==> src/hw/amq_pkg.sv <==
// shared constants, types and encodings of the mq shift and normalize stage
package amq_pkg;

   // ----------------------------------------------------------------
   // datapath geometry
   // ----------------------------------------------------------------
   localparam int DATA_W = 32;
   localparam int BYTE_W = 8;
   localparam int NUM_BYTES = 4;
   localparam int BYTE_MSB = 7;
   localparam int SIGN_POS = 31;
   localparam int NEXT_POS = 30;

   // ----------------------------------------------------------------
   // reset values
   // ----------------------------------------------------------------
   localparam logic [31:0] Y_RESET = 32'h0000_0000;
   localparam logic [31:0] MQ_RESET = 32'h0000_0000;
   localparam logic [31:0] ZERO_WORD = 32'h0000_0000;
   localparam logic [31:0] ONES_WORD = 32'hFFFF_FFFF;

   // ----------------------------------------------------------------
   // word size configuration and byte masks
   // ----------------------------------------------------------------
   typedef enum logic [1:0] {
      WS_BYTE = 2'h0,
      WS_HALF = 2'h1,
      WS_WORD = 2'h2
   } amq_wsize_e;

   // byte k is the most significant byte of its word
   localparam logic [3:0] TOP_MASK_BYTE = 4'hF;
   localparam logic [3:0] TOP_MASK_HALF = 4'hA;
   localparam logic [3:0] TOP_MASK_WORD = 4'h8;
   // byte k is the least significant byte of its word
   localparam logic [3:0] BASE_MASK_BYTE = 4'hF;
   localparam logic [3:0] BASE_MASK_HALF = 4'h5;
   localparam logic [3:0] BASE_MASK_WORD = 4'h1;

   // ----------------------------------------------------------------
   // instructions and alu functions
   // ----------------------------------------------------------------
   typedef enum logic [2:0] {
      OP_PASS = 3'h0,
      OP_LOAD_MQ = 3'h1,
      OP_NORMALIZE = 3'h2,
      OP_SRA_SINGLE = 3'h3,
      OP_SRA_DOUBLE = 3'h4
   } amq_op_e;

   typedef enum logic [3:0] {
      FN_ADD = 4'h0,
      FN_SUBR = 4'h1,
      FN_SUBS = 4'h2,
      FN_INCS = 4'h3,
      FN_INCNS = 4'h4,
      FN_INCR = 4'h5,
      FN_INCNR = 4'h6,
      FN_XOR = 4'h7,
      FN_AND = 4'h8,
      FN_OR = 4'h9,
      FN_NAND = 4'hA,
      FN_NOR = 4'hB,
      FN_ANDNR = 4'hC,
      FN_PASS_S = 4'hD,
      FN_PASS_R = 4'hE,
      FN_CLEAR = 4'hF
   } amq_func_e;

   typedef struct packed {
      amq_op_e op;
      amq_func_e func;
      logic carry_in;
      logic shift_condition_input;
   } amq_instr_s;

   typedef struct packed {
      logic zero;
      logic negative;
      logic carry;
      logic overflow_flag;
   } amq_status_s;

   localparam amq_status_s STATUS_RESET = '{zero: 1'b0, negative: 1'b0, carry: 1'b0, overflow_flag: 1'b0};

endpackage

==> src/hw/amq_alu.sv <==
// byte-sliced alu function unit with carry chain broken at word boundaries
`timescale 1ns/100ps
`default_nettype none
module amq_alu (
   // function select
   input wire amq_pkg::amq_func_e func,
   input wire logic carry_in,
   input wire logic [3:0] base_mask,
   // operands
   input wire logic [31:0] r_operand,
   input wire logic [31:0] s_operand,
   // result and per byte carry and overflow
   output logic [31:0] alu_f,
   output logic [3:0] carry_vec,
   output logic [3:0] ovr_vec
);
   logic [31:0] op_a;
   logic [31:0] op_b;
   logic [31:0] logic_f;
   logic arith;
   logic [3:0] byte_cin;
   logic [3:0] byte_cout;
   logic [31:0] sum_f;

   always_comb begin
      op_a = amq_pkg::ZERO_WORD;
      op_b = amq_pkg::ZERO_WORD;
      logic_f = amq_pkg::ZERO_WORD;
      arith = 1'b1;
      case (func)
         amq_pkg::FN_ADD: begin op_a = r_operand; op_b = s_operand; end
         amq_pkg::FN_SUBR: begin op_a = ~r_operand; op_b = s_operand; end
         amq_pkg::FN_SUBS: begin op_a = r_operand; op_b = ~s_operand; end
         amq_pkg::FN_INCS: op_b = s_operand;
         amq_pkg::FN_INCNS: op_b = ~s_operand;
         amq_pkg::FN_INCR: op_a = r_operand;
         amq_pkg::FN_INCNR: op_a = ~r_operand;
         default: begin
            arith = 1'b0;
            case (func)
               amq_pkg::FN_XOR: logic_f = r_operand ^ s_operand;
               amq_pkg::FN_AND: logic_f = r_operand & s_operand;
               amq_pkg::FN_OR: logic_f = r_operand | s_operand;
               amq_pkg::FN_NAND: logic_f = ~(r_operand & s_operand);
               amq_pkg::FN_NOR: logic_f = ~(r_operand | s_operand);
               amq_pkg::FN_ANDNR: logic_f = ~r_operand & s_operand;
               amq_pkg::FN_PASS_S: logic_f = s_operand;
               amq_pkg::FN_PASS_R: logic_f = r_operand;
               default: logic_f = amq_pkg::ZERO_WORD;
            endcase
         end
      endcase
   end

   // ----------------------------------------------------------------
   // byte slices; carry_in enters at the base byte of every word
   // ----------------------------------------------------------------
   for (genvar k = 0; k < amq_pkg::NUM_BYTES; k++) begin : g_slice
      logic [8:0] sum;
      logic [7:0] a;
      logic [7:0] b;
      if (k == 0) begin : g_first
         assign byte_cin[k] = carry_in;
      end else begin : g_chain
         // the carry rides a net so the chain re-evaluates whenever an operand moves
         assign byte_cin[k] = base_mask[k] ? carry_in : byte_cout[k - 1];
      end
      assign a = op_a[8*k +: 8];
      assign b = op_b[8*k +: 8];
      assign sum = {1'b0, a} + {1'b0, b} + {8'h00, byte_cin[k]};
      assign sum_f[8*k +: 8] = sum[7:0];
      assign byte_cout[k] = sum[8];
      assign carry_vec[k] = arith & byte_cout[k];
      assign ovr_vec[k] = arith & (a[7] == b[7]) & (sum[7] != a[7]);
   end

   assign alu_f = arith ? sum_f : logic_f;
endmodule
`default_nettype wire

==> src/hw/amq_shift.sv <==
// per-bit shift network: arithmetic right (single and double) and mq left normalize
`timescale 1ns/100ps
`default_nettype none
module amq_shift (
   // word layout
   input wire logic [3:0] top_mask,
   input wire logic [3:0] base_mask,
   // data in
   input wire logic [31:0] alu_f,
   input wire logic [3:0] ovr_vec,
   input wire logic [31:0] mq,
   // shifted values
   output logic [31:0] alu_sh,
   output logic [31:0] mq_sh,
   output logic [31:0] mq_norm,
   output logic [3:0] word_done
);
   logic [3:0] word_lsb;
   logic [3:0] byte_done;

   for (genvar k = 0; k < amq_pkg::NUM_BYTES; k++) begin : g_byte
      // alu lsb of the word holding byte k, carried upward from the base byte
      if (k == 0) begin : g_lo
         assign word_lsb[k] = alu_f[0];
      end else begin : g_up
         assign word_lsb[k] = base_mask[k] ? alu_f[8*k] : word_lsb[k-1];
      end
      // normalized state of the word, carried downward from its top byte
      assign word_done[k] = mq[8*k+7] ^ mq[8*k+6];
      if (k == amq_pkg::NUM_BYTES - 1) begin : g_hi
         assign byte_done[k] = word_done[k];
      end else begin : g_dn
         assign byte_done[k] = top_mask[k] ? word_done[k] : byte_done[k+1];
      end
   end

   for (genvar j = 0; j < amq_pkg::DATA_W; j++) begin : g_bit
      localparam int K = j / amq_pkg::BYTE_W;
      localparam int B = j % amq_pkg::BYTE_W;
      logic left_bit;
      if (B == amq_pkg::BYTE_MSB) begin : g_msb
         if (j == amq_pkg::SIGN_POS) begin : g_sign
            assign alu_sh[j] = alu_f[j] ^ ovr_vec[K];
            assign mq_sh[j] = word_lsb[K];
         end else begin : g_inner
            assign alu_sh[j] = top_mask[K] ? (alu_f[j] ^ ovr_vec[K]) : alu_f[j+1];
            assign mq_sh[j] = top_mask[K] ? word_lsb[K] : mq[j+1];
         end
      end else begin : g_body
         // bit 0 of the lowest byte of each word falls off the end here
         assign alu_sh[j] = alu_f[j+1];
         assign mq_sh[j] = mq[j+1];
      end
      if (B == 0) begin : g_fill
         if (j == 0) begin : g_zero
            assign left_bit = 1'b0;
         end else begin : g_join
            assign left_bit = base_mask[K] ? 1'b0 : mq[j-1];
         end
      end else begin : g_pass
         assign left_bit = mq[j-1];
      end
      // a word that is already normalized keeps its bits
      assign mq_norm[j] = byte_done[K] ? mq[j] : left_bit;
   end
endmodule
`default_nettype wire

==> src/hw/amq_top.sv <==
// mq normalize and arithmetic right shift stage of a byte-sliced registered alu
`timescale 1ns/100ps
`default_nettype none
module amq_top (
   // clock and reset
   input wire logic sys_clk,
   input wire logic reset,
   // instruction from the sequencer
   input wire logic instr_valid,
   input wire amq_pkg::amq_instr_s instr,
   input wire amq_pkg::amq_wsize_e word_size,
   // operands
   input wire logic [31:0] r_operand,
   input wire logic [31:0] s_operand,
   // results
   output logic [31:0] result_output_mux,
   output logic [31:0] multiplier_quotient_register,
   output amq_pkg::amq_status_s status,
   output logic normalize_done
);

   // ----------------------------------------------------------------
   // word layout decode
   // ----------------------------------------------------------------
   logic [3:0] top_mask;
   logic [3:0] base_mask;

   always_comb begin
      if (word_size == amq_pkg::WS_BYTE) begin
         top_mask = amq_pkg::TOP_MASK_BYTE;
         base_mask = amq_pkg::BASE_MASK_BYTE;
      end else if (word_size == amq_pkg::WS_HALF) begin
         top_mask = amq_pkg::TOP_MASK_HALF;
         base_mask = amq_pkg::BASE_MASK_HALF;
      end else begin
         // an unused size code falls back to the full word
         top_mask = amq_pkg::TOP_MASK_WORD;
         base_mask = amq_pkg::BASE_MASK_WORD;
      end
   end

   // ----------------------------------------------------------------
   // state registers
   // ----------------------------------------------------------------
   logic [31:0] y_reg;
   logic [31:0] y_next;
   logic [31:0] mq_reg;
   logic [31:0] mq_next;
   amq_pkg::amq_status_s status_reg;
   amq_pkg::amq_status_s status_next;
   logic done_reg;
   logic done_next;

   // ----------------------------------------------------------------
   // instruction decode
   // ----------------------------------------------------------------
   logic is_norm;
   logic is_sra;
   logic is_double;
   logic top_done;
   amq_pkg::amq_func_e func_eff;
   logic cin_eff;
   logic [3:0] word_done;

   assign is_norm = (instr.op == amq_pkg::OP_NORMALIZE);
   assign is_sra = (instr.op == amq_pkg::OP_SRA_SINGLE) || (instr.op == amq_pkg::OP_SRA_DOUBLE);
   assign is_double = (instr.op == amq_pkg::OP_SRA_DOUBLE);
   // the count tracks the most significant word of mq
   assign top_done = word_done[amq_pkg::NUM_BYTES-1];

   always_comb begin
      if (is_norm) begin
         // count path is s plus carry; a finished number gets no increment
         func_eff = amq_pkg::FN_INCS;
         cin_eff = instr.carry_in & ~top_done;
      end else begin
         // carry_in reaches only the function chosen by the instruction
         func_eff = instr.func;
         cin_eff = instr.carry_in;
      end
   end

   // ----------------------------------------------------------------
   // alu and shift network
   // ----------------------------------------------------------------
   logic [31:0] alu_f;
   logic [3:0] carry_vec;
   logic [3:0] ovr_vec;
   logic [31:0] alu_sh;
   logic [31:0] mq_sh;
   logic [31:0] mq_norm;

   amq_alu u_alu (
      .func(func_eff),
      .carry_in(cin_eff),
      .base_mask(base_mask),
      .r_operand(r_operand),
      .s_operand(s_operand),
      .alu_f(alu_f),
      .carry_vec(carry_vec),
      .ovr_vec(ovr_vec)
   );

   amq_shift u_shift (
      .top_mask(top_mask),
      .base_mask(base_mask),
      .alu_f(alu_f),
      .ovr_vec(ovr_vec),
      .mq(mq_reg),
      .alu_sh(alu_sh),
      .mq_sh(mq_sh),
      .mq_norm(mq_norm),
      .word_done(word_done)
   );

   // ----------------------------------------------------------------
   // result selection
   // ----------------------------------------------------------------
   logic take_shift;
   logic [31:0] sel_y;
   logic alu_carry;
   logic alu_ovr;

   // a floating select pin must be pulled high at the pad to read as shift
   assign take_shift = instr.shift_condition_input;
   assign alu_carry = carry_vec[amq_pkg::NUM_BYTES-1];
   assign alu_ovr = ovr_vec[amq_pkg::NUM_BYTES-1];

   always_comb begin
      if (is_sra && take_shift) begin
         sel_y = alu_sh;
      end else begin
         sel_y = alu_f;
      end
   end

   // ----------------------------------------------------------------
   // next state
   // ----------------------------------------------------------------
   always_comb begin
      y_next = y_reg;
      mq_next = mq_reg;
      status_next = status_reg;
      done_next = done_reg;
      if (instr_valid) begin
         case (instr.op)
            amq_pkg::OP_PASS: begin
               y_next = alu_f;
               status_next.zero = (alu_f == amq_pkg::ZERO_WORD);
               status_next.negative = alu_f[amq_pkg::SIGN_POS];
               status_next.carry = alu_carry;
               status_next.overflow_flag = alu_ovr;
            end
            amq_pkg::OP_LOAD_MQ: begin
               y_next = alu_f;
               mq_next = alu_f;
               status_next.zero = (alu_f == amq_pkg::ZERO_WORD);
               status_next.negative = alu_f[amq_pkg::SIGN_POS];
               status_next.carry = alu_carry;
               status_next.overflow_flag = alu_ovr;
            end
            amq_pkg::OP_NORMALIZE: begin
               y_next = alu_f;
               mq_next = mq_norm;
               status_next.negative = mq_reg[amq_pkg::SIGN_POS];
               status_next.overflow_flag = mq_reg[amq_pkg::SIGN_POS] ^ mq_reg[amq_pkg::NEXT_POS];
               status_next.carry = alu_carry;
               status_next.zero = (alu_f == amq_pkg::ZERO_WORD);
               done_next = top_done;
            end
            amq_pkg::OP_SRA_SINGLE, amq_pkg::OP_SRA_DOUBLE: begin
               y_next = sel_y;
               if (is_double && take_shift) begin
                  // lower half moves together with the upper half
                  mq_next = mq_sh;
               end
               status_next.zero = (sel_y == amq_pkg::ZERO_WORD);
               status_next.negative = sel_y[amq_pkg::SIGN_POS];
               status_next.carry = alu_carry;
               // the sign is already corrected, so no overflow is reported
               status_next.overflow_flag = 1'b0;
            end
            default: begin
               y_next = y_reg;
            end
         endcase
      end
   end

   // ----------------------------------------------------------------
   // registers
   // ----------------------------------------------------------------
   always_ff @(posedge sys_clk) begin
      if (reset) begin
         y_reg <= amq_pkg::Y_RESET;
         mq_reg <= amq_pkg::MQ_RESET;
         status_reg <= amq_pkg::STATUS_RESET;
         done_reg <= 1'b0;
      end else begin
         y_reg <= y_next;
         mq_reg <= mq_next;
         status_reg <= status_next;
         done_reg <= done_next;
      end
   end

   assign result_output_mux = y_reg;
   assign multiplier_quotient_register = mq_reg;
   assign status = status_reg;
   assign normalize_done = done_reg;

endmodule
`default_nettype wire

==> config.mk <==
export PLATFORM = sky130hd
export DESIGN_NAME = amq_top
export DESIGN_NICKNAME = d
export VERILOG_FILES = /design/src/hw/amq_pkg.sv /design/src/hw/amq_alu.sv /design/src/hw/amq_shift.sv /design/src/hw/amq_top.sv
export SDC_FILE = /design/constraint.sdc
export NUM_CORES = 1
export LEC_CHECK = 0
export BUFFER_PORTS_ARGS = -buffer_cell sky130_fd_sc_hd__buf_2
export CORE_ASPECT_RATIO = 0.75
export CORE_MARGIN = 2
export CORE_UTILIZATION = 40
export CTS_BUF_LIST = sky130_fd_sc_hd__clkbuf_4 sky130_fd_sc_hd__clkbuf_8
export DETAILED_ROUTE_END_ITERATION = 8
export HOLD_SLACK_MARGIN = 0.02
export PLACE_DENSITY_LB_ADDON = 0.05
export REMOVE_ABC_BUFFERS = 1
export SLEW_MARGIN = 40
export SYNTH_ARGS = -nofsm -noshare
export SYNTH_HDL_FRONTEND = slang
export SYNTH_SLANG_ARGS = --single-unit
==> constraint.sdc <==
create_clock -name sys_clk -period 17.3 [get_ports sys_clk]
set_input_delay 0.865 -clock sys_clk [delete_from_list [all_inputs] [get_ports sys_clk]]
set_output_delay 0.865 -clock sys_clk [all_outputs]
set_load 0.02 [all_outputs]
==> metrics.txt <==
outcome completed; sequential share of the synthesized area 14.7%; worst r2r src multiplier_quotient_register[30]; share of post-route cells with drive strength above 1 15.8%; synthesis-stage register bit count 69; clk_lat worst skew 0.35 ns; Compound-Gate Fraction of Synth Area 27.8%; Leak 4.78 nW; Core Area 23,100 um2; Post-CTS Setup Bufs 0; clock skew 0.00792 ns; CTS Root Cell clkbuf_8; Synth Area in Simple Gates 22.0%; htree depth 3; mux contribution to synthesized area 3.24%; Rel. slew slack 41.6%; reg2reg end status[3]; largest net degree at the start of global routing 71; fillcell total 2,447; DIE HEIGHT 137 um; Setup WS post-layout 6.50 ns; # port buffers 146; Worst Hold Path EP result_output_mux[26]; total power divided by cell area 58.9 nW/um2; final net count 1,614; Worst Max-Slew Pin Slew 0.872 ns; max cap viols 0; logic gate share of total power 48.7%; most common cell after layout, fill and taps aside nand2_1; Reg power frac 28.9%; RSZ-0062 raised after global routing no; clk buf depth 2; number of synthesized flops with an enable pin 0; WL/cell 21.2 um; initial cell density of the core 40.7%; Worst EP arrival 11.10 ns; Setup crit start kind input pin; Yosys warnings 0; P&R area growth vs syn 13.1%; commonest non-fill, non-tap cells in the layout nand2_1 (155), buf_2 (146), ha_1 (124); Setup TNS 0 ns; DP Area 10,400 um2; worst min path class flip-flop to flip-flop; slowest cell on the critical path a222oi_1; Crit Path Max Fanout 37; reg-to-reg setup timing slack 7.20 ns; main combinational cell family by area after synthesis compound AO/OA/AOI/OAI gates; Clk pin slew, worst setup/hold paths 0.08 ns; DRC viols 0; CP max stage delay 0.63 ns; WL final 36,100 um; vias 10,059; CTS tree built; final hold violation count 0; Iter 0 DRT Violations 1,095; final setup fails 0; I/O pin count 147; Post-DRT Antenna Nets 0; CP Class input pin to flip-flop; syn avg cell area 7.19 um2; worst hold path startpoint result_output_mux[26]; WHS 0.450 ns; Synth Area in XOR/XNOR 6.34%; GRT Util Overall 28.9%; Sw Ratio 43.3%; DIE AREA 24,700 um2; Critical Path RT 17.60 ns; Most Frequent Cell on Critical Path fa_1; vias in the first global route 9,128; Post-Syn Instances 1,307; Diodes inserted 0; fin area 10,600 um2; antenna violations before repair 0; crit share post-route 62.4%; ys async rst share 0%; chip width 181 um; worst reg2reg path depth 41; Unique masters post-synth 74; IR drop worst, VDD 0.0360 mV; Pint 0.354 mW; cts bufs inserted 9; Worst setup startpoint instr[4]; global placer's final weighted congestion 0.939; max-slew violation count 0; global route overflow 0; Util after Layout 46.1%; drt first pass iters 6; main flop type after synthesis dfxtp_1; Sink Count 69; routed vias/inst 5.89; worst slack at placement 6.19 ns; min Tclk post-route 10.80 ns; synthesized area 9390 um2; Adder-Cell Fraction of Synth Area 18.2%; hold path cells 2; Clock Power Share 22.3%; Psw 0.271 mW; post-CTS sizing 0; Setup crit end kind flip-flop; first-pass GRT wire length 55,500 um; Row Count 48; Max Fclk 0.0926 GHz; # hold bufs at CTS 0; dpl hpwl 26,700 um
## worst max-delay path, delay by kind of cell
kind            cells  cell delay, ns
compound gates     19            4.14
xor+xnor            1            0.14
fa+ha+maj           7            2.86
buf+inv             6            1.18
simple gates       12            1.92
## cell type report
type                            count  area [um2]  share of cell area (%)
Clock buffer                       13         173                    1.62
Clock inverter                      1        30.0                   0.283
Inverter                           91         342                    3.21
Multi-Input combinational cell   1057        7370                    69.4
Sequential cell                    69        1380                    13.0
Tap cell                          300         375                    3.53
Timing Repair Buffer              176         951                    8.95
## stage by stage
step | power [mW] | std cells
after global placement | 0.480 | 1690
after detailed placement | 0.482 | 1691
final | 0.625 | 1707
after global routing | 0.664 | 1707
after floorplan | 0.360 | 1217
after CTS | 0.623 | 1705
## power by group through the flow
| stage | Sequential (mW) | Clock (mW) | Combinational [mW] |
|---|---|---|---|
| floorplan | 0.196 | 0 | 0.164 |
| global placement | 0.184 | 0 | 0.296 |
| detailed placement | 0.184 | 0 | 0.298 |
| CTS | 0.181 | 0.143 | 0.299 |
| global route | 0.182 | 0.148 | 0.333 |
| finish | 0.181 | 0.140 | 0.305 |
## metal layers
metal | vias up | global-route usage, % | part of all wire (%)
met2 | 439 | 42.4 | 41
met3 | 31 | 5.72 | 9.3
li1 | 4886 | - | -
met1 | 4703 | 43.5 | 48
met4 | 0 | 5.47 | 1.7
met5 | - | 0 | 0
## kinds of logic after synthesis
group           after synthesis
compound gates              387
xor+xnor                     68
fa+ha+maj                   132
buf+inv                     181
flops                        69
mux                          30
simple gates                440
## synthesized netlist by cell type (all sizes together), types with 10 or more instances
cell	number	area share, %
a211oi	22	1.8
a21oi	71	3.8
a221oi	11	1.1
a22oi	29	2.3
a311oi	19	1.8
a31oi	10	0.67
buf	27	1.6
clkbuf	63	2.5
dfxtp	69	15
ha	124	17
inv	90	3.6
mux2i	27	2.9
nand2	155	6.2
nand2b	13	0.87
nand3	22	1.2
nor2	125	5.0
nor2b	19	1.3
nor3	34	1.8
nor3b	10	0.80
nor4	10	0.73
o211ai	32	2.6
o21ai	95	5.1
o22ai	23	1.5
xnor2	46	4.3
xor2	22	2.1
## how the worst max path moves through the flow
| stage | to | slack (ns) | cells after the start |
|---|---|---|---|
| floorplan | status[3] | 5.09 | 43 |
| global placement | status[3] | 6.36 | 45 |
| detailed placement | status[3] | 6.19 | 45 |
| CTS | status[3] | 6.55 | 45 |
| global route | status[3] | 5.56 | 45 |
| finish | status[3] | 6.50 | 45 |
Power figures use the tool's default switching activity.
